$ cat src/rtl/tpg_defs.svh
// constants for the test pattern frame timing core
// ****************************************************************
// Overview of operation
// - line length is 16 bits; emit exactly that many bytes
// - line length resets to 1920 bytes (640 pixels)
// - 16-bit bar width applies to all but last bar
// - last bar fills the remaining line bytes
// - 16-bit active line count, resets to 480
// - 16-bit total line count includes vertical blanking
// - 16-bit line period in link rate units
// - resets: bar 0x00F0, total 0x020D, period 0x0C67
// - bar count setting: 1, 2, 4 or 8 bars
// - blank lines between frame start and first data
// ****************************************************************
`ifndef TPG_DEFS_SVH
`define TPG_DEFS_SVH

// register offsets
`define TPG_OFS_FIRST          8'h04
`define TPG_OFS_LAST           8'h0D
`define TPG_NUM_REGS           10
`define TPG_IDX_LEN_HI         0
`define TPG_IDX_LEN_LO         1
`define TPG_IDX_BAR_HI         2
`define TPG_IDX_BAR_LO         3
`define TPG_IDX_ACT_HI         4
`define TPG_IDX_ACT_LO         5
`define TPG_IDX_TOT_HI         6
`define TPG_IDX_TOT_LO         7
`define TPG_IDX_PD_HI          8
`define TPG_IDX_PD_LO          9

// reset values
`define TPG_RST_LEN_HI         8'h07
`define TPG_RST_LEN_LO         8'h80
`define TPG_RST_BAR_HI         8'h00
`define TPG_RST_BAR_LO         8'hF0
`define TPG_RST_ACT_HI         8'h01
`define TPG_RST_ACT_LO         8'hE0
`define TPG_RST_TOT_HI         8'h02
`define TPG_RST_TOT_LO         8'h0D
`define TPG_RST_PD_HI          8'h0C
`define TPG_RST_PD_LO          8'h67

// timing: clk cycles per line period unit (40 / link rate)
`define TPG_UNIT_CLKS          16'h0001

`endif

$ cat src/rtl/tpg_pkg.sv
// types for the test pattern frame timing core
package tpg_pkg;

	// kind of beat sent on the packet path
	typedef enum logic [1:0]
	{
		TPG_BEAT_FS,
		TPG_BEAT_DATA,
		TPG_BEAT_FE
	} tpg_kind_t;

	// one beat toward the packet transmit path
	typedef struct packed
	{
		tpg_kind_t   kind;       // frame start, data, frame end
		logic        line_first; // first byte of active line
		logic        line_last;  // last byte of active line
		logic [2:0]  bar;        // color bar index of the byte
		logic [15:0] line;       // active line number
	} tpg_beat_t;

	// generator states
	typedef enum logic [2:0]
	{
		TPG_ST_FS,
		TPG_ST_LINE,
		TPG_ST_DATA,
		TPG_ST_WAIT,
		TPG_ST_FE
	} tpg_state_t;

endpackage

$ cat src/rtl/tpg_frame_timing.sv
// frame, line and color bar timing for the test pattern generator
`timescale 1ns/1ps
`include "tpg_defs.svh"

module tpg_frame_timing
	import tpg_pkg::*;
(
	// clock and reset
	input  wire logic      clk,
	input  wire logic      resetn,
	// indirect register access port
	input  wire logic [7:0] reg_addr,
	input  wire logic      reg_wr,
	input  wire logic [7:0] reg_wdata,
	input  wire logic      reg_rd,
	output logic     [7:0] reg_rdata,
	// pattern setup outside the timing registers
	input  wire logic [1:0] color_bar_count,
	input  wire logic [7:0] top_blank_lines,
	// packet path
	output logic           out_valid,
	input  wire logic      out_ready,
	output tpg_beat_t      out_beat,
	// status
	output logic [15:0]    line_index
);

	// ****************************************************************
	// register file
	// ****************************************************************
	localparam logic [7:0] RST_VAL [`TPG_NUM_REGS] = '{
		`TPG_RST_LEN_HI, `TPG_RST_LEN_LO, `TPG_RST_BAR_HI, `TPG_RST_BAR_LO,
		`TPG_RST_ACT_HI, `TPG_RST_ACT_LO, `TPG_RST_TOT_HI, `TPG_RST_TOT_LO,
		`TPG_RST_PD_HI,  `TPG_RST_PD_LO};

	logic [7:0] regs_q [`TPG_NUM_REGS]; // byte registers
	logic       hit;                     // address in the map
	logic [3:0] idx;                     // register index

	assign hit = (reg_addr >= `TPG_OFS_FIRST) && (reg_addr <= `TPG_OFS_LAST);
	assign idx = 4'(reg_addr - `TPG_OFS_FIRST);

	// one byte register per entry, reset to its default
	genvar g;
	generate
		for (g = 0; g < `TPG_NUM_REGS; g++)
		begin : g_reg
			always_ff @(posedge clk or negedge resetn)
			begin
				if (!resetn)
					regs_q[g] <= RST_VAL[g];
				else if (reg_wr && hit && idx == 4'(g))
					regs_q[g] <= reg_wdata;
			end
		end
	endgenerate

	// registered read data, zero outside the map
	always_ff @(posedge clk or negedge resetn)
	begin
		if (!resetn)
			reg_rdata <= 8'h00;
		else if (reg_rd)
			reg_rdata <= hit ? regs_q[idx] : 8'h00;
	end

	// ****************************************************************
	// frame shadow values
	// ****************************************************************
	tpg_state_t  st_q;        // generator state
	logic [15:0] len_q;       // active line bytes
	logic [15:0] bar_w_q;     // bar width bytes
	logic [15:0] act_q;       // active lines per frame
	logic [15:0] tot_q;       // total lines per frame
	logic [15:0] pd_q;        // line period count
	logic [3:0]  nbars_q;     // bars per line
	logic [7:0]  vbp_q;       // top blank lines
	logic        push;        // beat accepted by buffer
	logic        buf_ready;   // buffer can take a beat

	// capture all values at once as each frame starts
	always_ff @(posedge clk or negedge resetn)
	begin
		if (!resetn)
		begin
			len_q   <= {`TPG_RST_LEN_HI, `TPG_RST_LEN_LO};
			bar_w_q <= {`TPG_RST_BAR_HI, `TPG_RST_BAR_LO};
			act_q   <= {`TPG_RST_ACT_HI, `TPG_RST_ACT_LO};
			tot_q   <= {`TPG_RST_TOT_HI, `TPG_RST_TOT_LO};
			pd_q    <= {`TPG_RST_PD_HI, `TPG_RST_PD_LO};
			nbars_q <= 4'h8;
			vbp_q   <= 8'h00;
		end
		else if (st_q == TPG_ST_FS && push)
		begin
			len_q   <= {regs_q[`TPG_IDX_LEN_HI], regs_q[`TPG_IDX_LEN_LO]};
			bar_w_q <= {regs_q[`TPG_IDX_BAR_HI], regs_q[`TPG_IDX_BAR_LO]};
			act_q   <= {regs_q[`TPG_IDX_ACT_HI], regs_q[`TPG_IDX_ACT_LO]};
			tot_q   <= {regs_q[`TPG_IDX_TOT_HI], regs_q[`TPG_IDX_TOT_LO]};
			pd_q    <= {regs_q[`TPG_IDX_PD_HI], regs_q[`TPG_IDX_PD_LO]};
			nbars_q <= 4'(4'h1 << color_bar_count);
			vbp_q   <= top_blank_lines;
		end
	end

	// ****************************************************************
	// line period unit divider and counter
	// ****************************************************************
	logic [15:0] div_q;    // clk cycles within one unit
	logic        unit_tick; // one pulse per period unit
	logic [15:0] per_q;    // units left in this line
	logic        line_go;  // a new line begins
	logic [15:0] pd_src;   // period of the line now starting

	assign unit_tick = (div_q == `TPG_UNIT_CLKS - 16'h0001);
	// first line of a frame takes the period captured with it
	assign pd_src    = (st_q == TPG_ST_FS) ? {regs_q[`TPG_IDX_PD_HI], regs_q[`TPG_IDX_PD_LO]} : pd_q;

	// divider for the link rate unit
	always_ff @(posedge clk or negedge resetn)
	begin
		if (!resetn)
			div_q <= 16'h0000;
		else if (unit_tick)
			div_q <= 16'h0000;
		else
			div_q <= div_q + 16'h0001;
	end

	// units remaining in the current line
	always_ff @(posedge clk or negedge resetn)
	begin
		if (!resetn)
			per_q <= 16'h0000;
		else if (line_go) // reaches zero after exactly one period
			per_q <= (pd_src == 16'h0000) ? 16'h0000 : pd_src - 16'h0001;
		else if (unit_tick && per_q != 16'h0000)
			per_q <= per_q - 16'h0001;
	end

	// ****************************************************************
	// line and byte sequencing
	// ****************************************************************
	logic [15:0] line_q;    // line within frame
	logic [15:0] byte_q;    // byte within active line
	logic [15:0] in_bar_q;  // byte within current bar
	logic [2:0]  bar_q;     // current bar
	logic        active;    // current line carries data
	logic        last_byte; // final byte of the line
	logic        last_line; // final line of the frame
	logic        bar_end;   // bar width reached
	logic [16:0] act_end;   // first line after active lines

	assign act_end   = 17'(vbp_q) + 17'(act_q);
	assign active    = (17'(line_q) >= 17'(vbp_q)) && (17'(line_q) < act_end);
	assign last_byte = (byte_q == len_q - 16'h0001);
	assign last_line = (line_q >= tot_q - 16'h0001) || (tot_q == 16'h0000);
	assign bar_end   = (in_bar_q == bar_w_q - 16'h0001);
	assign line_go   = (st_q == TPG_ST_FS && push) ||
	                   (st_q == TPG_ST_WAIT && per_q == 16'h0000 && !last_line);
	assign line_index = line_q;

	// state machine
	always_ff @(posedge clk or negedge resetn)
	begin
		if (!resetn)
			st_q <= TPG_ST_FS;
		else
		begin
			case (st_q)
				TPG_ST_FS:
					if (push)
						st_q <= TPG_ST_LINE;
				TPG_ST_LINE: // data only on active lines
					st_q <= (active && len_q != 16'h0000) ? TPG_ST_DATA : TPG_ST_WAIT;
				TPG_ST_DATA:
					if (push && last_byte)
						st_q <= TPG_ST_WAIT;
				TPG_ST_WAIT: // hold until the period runs out
					if (per_q == 16'h0000)
						st_q <= last_line ? TPG_ST_FE : TPG_ST_LINE;
				TPG_ST_FE:
					if (push)
						st_q <= TPG_ST_FS;
				default:
					st_q <= TPG_ST_FS;
			endcase
		end
	end

	// line counter
	always_ff @(posedge clk or negedge resetn)
	begin
		if (!resetn)
			line_q <= 16'h0000;
		else if (st_q == TPG_ST_FS)
			line_q <= 16'h0000;
		else if (line_go)
			line_q <= line_q + 16'h0001;
	end

	// byte and bar counters
	always_ff @(posedge clk or negedge resetn)
	begin
		if (!resetn)
		begin
			byte_q   <= 16'h0000;
			in_bar_q <= 16'h0000;
			bar_q    <= 3'h0;
		end
		else if (st_q == TPG_ST_LINE)
		begin
			byte_q   <= 16'h0000;
			in_bar_q <= 16'h0000;
			bar_q    <= 3'h0;
		end
		else if (st_q == TPG_ST_DATA && push)
		begin
			byte_q <= byte_q + 16'h0001;
			if (bar_end && 4'(bar_q) < nbars_q - 4'h1)
			begin
				bar_q    <= bar_q + 3'h1;
				in_bar_q <= 16'h0000;
			end
			else
				in_bar_q <= in_bar_q + 16'h0001; // last bar runs to line end
		end
	end

	// ****************************************************************
	// beat generation and two-entry buffer
	// ****************************************************************
	tpg_beat_t gen_beat;  // beat offered this cycle
	logic      gen_valid; // a beat is offered

	// frame opens only while the path takes beats, so earlier setup applies to it
	assign gen_valid = (st_q == TPG_ST_FS && out_ready) || (st_q == TPG_ST_DATA) || (st_q == TPG_ST_FE);
	assign push      = gen_valid && buf_ready;

	// beat contents
	always_comb
	begin
		gen_beat            = '0;
		gen_beat.kind       = (st_q == TPG_ST_FS) ? TPG_BEAT_FS :
		                      (st_q == TPG_ST_FE) ? TPG_BEAT_FE : TPG_BEAT_DATA;
		gen_beat.line_first = (st_q == TPG_ST_DATA) && (byte_q == 16'h0000);
		gen_beat.line_last  = (st_q == TPG_ST_DATA) && last_byte;
		gen_beat.bar        = bar_q;
		gen_beat.line       = 16'(line_q - 16'(vbp_q));
	end

	tpg_beat_t mem_q [2]; // buffer entries
	logic      wp_q;      // write pointer
	logic      rp_q;      // read pointer
	logic [1:0] cnt_q;    // entries held
	logic      pop;       // beat taken by the path

	assign buf_ready = (cnt_q != 2'd2);
	assign out_valid = (cnt_q != 2'd0);
	assign pop       = out_valid && out_ready;
	assign out_beat  = mem_q[rp_q];

	// buffer storage and pointers
	always_ff @(posedge clk or negedge resetn)
	begin
		if (!resetn)
		begin
			mem_q[0] <= '0;
			mem_q[1] <= '0;
			wp_q     <= 1'b0;
			rp_q     <= 1'b0;
			cnt_q    <= 2'd0;
		end
		else
		begin
			if (push)
			begin
				mem_q[wp_q] <= gen_beat;
				wp_q        <= ~wp_q;
			end
			if (pop)
				rp_q <= ~rp_q;
			cnt_q <= 2'(cnt_q + {1'b0, push} - {1'b0, pop});
		end
	end

endmodule

$ cat config.mk
export PLATFORM = sky130hd
export DESIGN_NAME = tpg_frame_timing
export DESIGN_NICKNAME = d
export VERILOG_FILES = /design/src/rtl/tpg_pkg.sv /design/src/rtl/tpg_frame_timing.sv
export VERILOG_INCLUDE_DIRS = /design/src /design/src/rtl
export SDC_FILE = /design/constraint.sdc
export NUM_CORES = 1
export LEC_CHECK = 0
export BUFFER_PORTS_ARGS = -buffer_cell sky130_fd_sc_hd__buf_2
export CAP_MARGIN = 10
export CORE_ASPECT_RATIO = 2
export CORE_MARGIN = 8
export CORE_UTILIZATION = 62
export DETAILED_ROUTE_END_ITERATION = 12
export PLACE_DENSITY = 0.81
export SLEW_MARGIN = 20
export SYNTH_ARGS = -nofsm -noshare
export SYNTH_HDL_FRONTEND = slang
export SYNTH_SLANG_ARGS = --single-unit
$ cat constraint.sdc
create_clock -name clk -period 4.5 [get_ports clk]
set_clock_uncertainty 0.05 [all_clocks]
set_input_delay 0.45 -clock clk [delete_from_list [all_inputs] [get_ports clk]]
set_output_delay 0.45 -clock clk [all_outputs]
set_load 0.03 [all_outputs]
==> results.txt, run 1 <==
Clock Tree Buf Depth = 3
Port Buffers = 78
DPL Wire Length = 35,100 um
DR vias = 14,600
pin count of the biggest net entering global routing = 186
CTS tree = done
Finished Layout Cells = 2,315
Worst Path Required = 4.90 ns
Max Freq = 246 MHz
most frequent cell after synthesis = nand2_1
predominant post-synthesis flop cell = dfrtp_1
#FFs+latches synth = 316
Crit. End Element = register
hold worst-path end = vbp_q[2]
Yosys cell types = 77
1st-iter DRT viols = 924
drt total wl = 48,400 um
Setup violations, final = 0
clock root cell = clkbuf_16
GR Overflow Total = 0
routed len/inst = 20.9 um
Slew HR = 21.3%
cell taking the most area after synthesis = dfrtp_1
EDFF count, synth = 0
Num CTS Buffers = 28
Tot GR Track Use = 27.9%
top-level I/O count = 79
Sink Count = 316
Fin. Hold Viols = 0
measured slew at the worst slew-check pin = 1.17 ns
setup TNS = 0 ns
Hold Crit Start = top_blank_lines[2]
fillcell total = 2,133
Initial Util = 62.7%
Tmin final = 4.07 ns
max-cap viol count = 0
Seq/Total Area, Yosys = 44.2%
Synth warnings = 0
Final Cell Area = 19,700 sq um
Placement Rows = 88
routability cong. = 0.925
share of synthesized flip-flops with an asynchronous set or reset = 100%
register-to-register setup slack = 0.43 ns
drt first pass iters = 5
layout cells sized above 1 = 17.4%
Worst Path Arrival = 4.47 ns
first-pass GRT wire length = 78,100 um
Peak VDD IR = 0.306 mV
hold depth = 3
Avg Cell Area, Syn = 9.52 sq um
Slew Viols, Final = 0
Routed Antenna Nets = 0
Hold WC Path Type = input port to register
met3 Resource Use GR = 3.75%
unrepaired setup endpoints after global routing = false
cell area after placement = 18,700 sq um
met1 global-route usage = 28.7%
DIE WIDTH = 137 um
chip height = 257 um
met2 usage = 49.6%
syn nets = 1,995
outcome = completed
clk_lat worst skew = 0.57 ns
final net count = 2,034
Max FO, Critical Path = 4
Post CTS Setup Buffer Count = 0
final antenna diode count = 0
clock slew at reported path FFs = 0.07 ns
die area = 35,100 sq um
WS Path Type = register to register
P_leak = 0.00950 uW
final core occ = 68.7%
GRT busiest layer = met2
post-route clock period utilization = 90.4%
core box area = 28,700 sq um
Placed Cells incl. Taps = 2,261
RR Endpoint = st_q[0]
Synth top area share = 37.3%
residual DRC count = 0
r2r worst-path depth = 16
H-tree Lvls = 1
vias in the first global route = 15,300
Syn-to-layout area delta = 9.49%
Power Density = 292 nW/um^2
Synth top cells by count = nand2_1, dfrtp_1, mux2_2
mapped cell area = 18,000 sq um
Hold WS = 0.0745 ns
vias per cell = 6.31
Area contributors post-synth = dfrtp_1, nand2_1, dfstp_2
initial antenna violation count = 0
Reg2Reg Launch Point = vbp_q[1]
cell count after synthesis = 1,894
Worst setup SP type = register
## cells by family after synthesis
kind of cell | count (synthesis) | synth area share [%]
AO/OA/AOI/OAI | 259 | 9.54
flip-flops | 316 | 44.2
buffers and inverters | 146 | 3.10
multiplexers | 152 | 10.4
AND/OR/NAND/NOR | 815 | 21.3
XOR/XNOR | 136 | 6.61
adder cells (fa/ha/maj) | 70 | 4.94
## report_power, final
| group | internal [uW] | switching, uW |
|---|---|---|
| Sequential | 2890 | 82.8 |
| Clock | 1400 | 1110 |
| Combinational | 124 | 161 |
## metal layers
| metal | up-vias | wire, um | share of wire, % |
|---|---|---|---|
| met5 | - | 0 | 0 |
| met1 | 7133 | 16900 | 35 |
| met2 | 511 | 25500 | 53 |
| met3 | 214 | 2220 | 4.6 |
| li1 | 6739 | - | - |
| met4 | 0 | 3790 | 7.8 |
## what timing repair did
item / 4_1_cts / 5_1_grt
hold endpoints to repair: 17 / 0
setup endpoints to repair: 0 / 1
resized for setup: 0 / 1
hold buffers: 1 / 0
## flip-flops by register name, summed over array words and instances, names as in the netlist, 4 cells and up
signal and cells:
len_q 16, nbars_q 4, regs_q 80, byte_q 16, mem_q 46, in_bar_q 16
pd_q 16, act_q 16, tot_q 16, div_q 16, bar_w_q 16, line_index 16
vbp_q 8, per_q 16, reg_rdata 8
## area by class of cell
class                      count  area [sq um]  area share, %
multi-input combinational   1432          9540           48.3
clock buffer                  36           772           3.91
clock inverter                16           180          0.913
tap                          360           450           2.28
sequential                   316          7970           40.4
timing repair buffer         101           633           3.21
inverter                      54           203           1.03
## worst max path at each step
stage | startpoint | end | depth (start not counted)
finish | vbp_q[1] | st_q[0] | 16
global route | vbp_q[1] | st_q[0] | 16
CTS | vbp_q[1] | st_q[0] | 16
detailed placement | vbp_q[1] | st_q[0] | 16
global placement | vbp_q[1] | st_q[0] | 16
floorplan | vbp_q[1] | st_q[0] | 16
## through the flow
stage                     power (uW)  setup WS, ns
final                           5760         0.432
after global routing            5940         0.146
after CTS                       5790         0.340
after detailed placement        3300         0.388
after global placement          3290         0.606
after floorplan                 3160         0.905
## cell usage in the layout, fill, tap and decap left out, drive strengths merged, types with 8 or more instances in the layout
cell type,n
nand2,409
dfrtp,269
mux2,107
nor2,101
buf,100
xnor2,80
o21ai,79
ha,68
xor2,56
inv,56
nand3,49
nor3,49
dfstp,47
nand4,37
clkbuf,36
a21oi,35
mux2i,28
o211ai,26
or4,26
and3,23
nor4,20
nor2b,19
nand2b,17
mux4,17
a31oi,16
or3,13
and2,11
o31ai,11
a211oi,10
clkinv,10
and4,9
o22ai,9
a22oi,8
## critical path, cell delays in order (launching register included)
cell and delay, ns:
dfrtp_1 0.44, ha_1 0.29, a21o_1 0.18, a21oi_1 0.25, o21bai_1 0.14, a211o_1 0.34
a41oi_2 0.28, nor2b_1 0.10, xnor2_1 0.15, ha_1 0.21, a211oi_1 0.27, o21ai_0 0.17
a2111oi_0 0.39, o31ai_1 0.14, a221oi_1 0.26, o221a_2 0.23, a211oi_1 0.04
(Power assumes the default switching activity.)
==> inputs of run 2 (changes only) <==
Settings changed: CAP_MARGIN 10 to 0, CELL_PAD_IN_SITES_DETAIL_PLACEMENT set to 0, CELL_PAD_IN_SITES_GLOBAL_PLACEMENT set to 2, CORE_UTILIZATION 62 to 40.
Clock period 4.5 ns to 4.1 ns, I/O delays scaled along.
==> results.txt, run 2 (synthesized netlist as in run 1, its figures left out) <==
outcome = completed
DPL Wire Length = 35,400 um
Syn-to-layout area delta = 12.6%
Clock Tree Buf Depth = 3
top-level I/O count = 79
Routed Antenna Nets = 0
Initial Util = 40.3%
GR Overflow Total = 0
Slowest-stage cell, CP = o41a_1
H-tree Lvls = 1
Num CTS Buffers = 31
Tmin final = 3.80 ns
Slew HR = 36.7%
P_leak = 0.00964 uW
pin count of the biggest net entering global routing = 95
measured slew at the worst slew-check pin = 0.942 ns
Reg2Reg Launch Point = vbp_q[0]
layout cells sized above 1 = 18.3%
r2r worst-path depth = 15
final antenna diode count = 0
hold depth = 3
vias per cell = 5.43
RR Endpoint = st_q[0]
setup TNS = 0 ns
Tot GR Track Use = 18.7%
clock slew at reported path FFs = 0.07 ns
Worst setup SP type = register
die area = 52,500 sq um
Sink Count = 316
DR vias = 13,800
fillcell total = 4,344
Slew Viols, Final = 0
Hold WS = 0.0349 ns
unrepaired setup endpoints after global routing = false
chip height = 316 um
Setup violations, final = 0
Power Density = 329 nW/um^2
drt first pass iters = 5
routed len/inst = 19.3 um
CP most frequent cell = ha_1
Hold WC Path Type = input port to register
crit-path cells = ha_1, fa_2, a21oi_2, o211ai_1, o41a_1, nand3_1, xor2_1, ha_1, a211oi_2, o21ai_1, a2111oi_2, o31ai_1, a221oi_1, o221a_2, a211oi_1
Port Buffers = 78
Fin. Hold Viols = 0
initial antenna violation count = 0
Worst Path Required = 4.53 ns
register-to-register setup slack = 0.30 ns
Hold Crit Start = color_bar_count[0]
clk_lat worst skew = 0.59 ns
Worst Path Arrival = 4.23 ns
max FFs per register = 80
max-cap viol count = 0
commonest non-fill, non-tap cells in the layout = nand2_1, dfrtp_1, mux2_2
Peak VDD IR = 0.361 mV
WS Path Type = register to register
slowest stage delay, CP = 0.44 ns
Total Power Consumption = 6690 uW
final net count = 2,053
largest register by flop count = regs_q
Max FO, Critical Path = 3
Max Freq = 263 MHz
first-pass GRT wire length = 79,200 um
drt total wl = 48,900 um
clock root cell = clkbuf_16
largest registers = regs_q x80, mem_q x46
hold worst-path end = nbars_q[3]
post-route clock period utilization = 92.8%
Crit. End Element = register
vias in the first global route = 13,700
routability cong. = 0.841
1st-iter DRT viols = 844
Placement Rows = 110
CTS tree = done
residual DRC count = 0
leading cell type in the layout, fill and taps excluded = nand2_1
DIE WIDTH = 166 um
core box area = 44,700 sq um
==> run 2: cell count changes in the layout (fill, tap and decap cells not counted), sizes merged <==
cell         delta
dlygate4sd3     +6
clkinvlp        +4
clkbuf          +3
bufinv          +3
buf            +10
clkinv          -4
==> run 2: how the worst max path moves through the flow <==
stage	startpoint	slack, ns	endpoint	cells after the start
2_1_floorplan	vbp_q[1]	0.50	st_q[0]	16
3_3_place_gp	vbp_q[1]	0.21	st_q[0]	16
3_5_place_dp	vbp_q[1]	0.08	st_q[0]	16
4_1_cts	vbp_q[1]	0.07	st_q[0]	16
5_1_grt	tot_q[7]	0.003	per_q[5]	14
6_report	vbp_q[0]	0.30	st_q[0]	15
==> run 2: final cells by class <==
type	instances	area [sq um]	share of cell area, %
clock buffer	39	816	4.02
clock inverter	19	277	1.36
inverter	54	203	0.998
multi-input combinational	1432	9560	47.1
sequential	316	7970	39.2
tap	560	701	3.45
timing repair buffer	117	773	3.81
==> run 2: layer usage <==
| metal | vias to the layer above | wire length (um) | GRT usage [%] |
|---|---|---|---|
| met1 | 6688 | 22600 | 24.6 |
| met5 | - | 0 | 0 |
| li1 | 6788 | - | - |
| met2 | 233 | 23200 | 31.4 |
| met4 | 0 | 1400 | 6.00 |
| met3 | 68 | 1740 | 2.42 |
==> run 2: critical path, delay by kind of cell (launching register included) <==
kind	cells	cell delay, ns
AO/OA/AOI/OAI	10	2.09
XOR/XNOR	1	0.18
adder cells (fa/ha/maj)	3	0.87
flip-flops	1	0.40
AND/OR/NAND/NOR	1	0.12
==> run 2: where the power goes <==
| part | internal (uW) | switching, uW |
|---|---|---|
| clock | 1800 | 1310 |
| sequential | 3170 | 91.6 |
| combinational | 137 | 175 |
==> run 2: stage by stage <==
step	std cells	utilization (%)	instance area [sq um]	setup slack, ns
global route	2537	45.4	20300	0.00269
floorplan	1894	-	18000	0.505
finish	2537	45.4	20300	0.295
detailed placement	2471	42.7	19100	0.0816
global placement	2471	42.7	19100	0.208
CTS	2536	45.3	20300	0.0728
==> run 2: repair_timing <==
item	4_1_cts	5_1_grt
endpoints found under the setup margin	0	1
hold endpoints to repair	87	0
hold buffers	7	0
buffers inserted	0	1
gates resized for setup	0	8
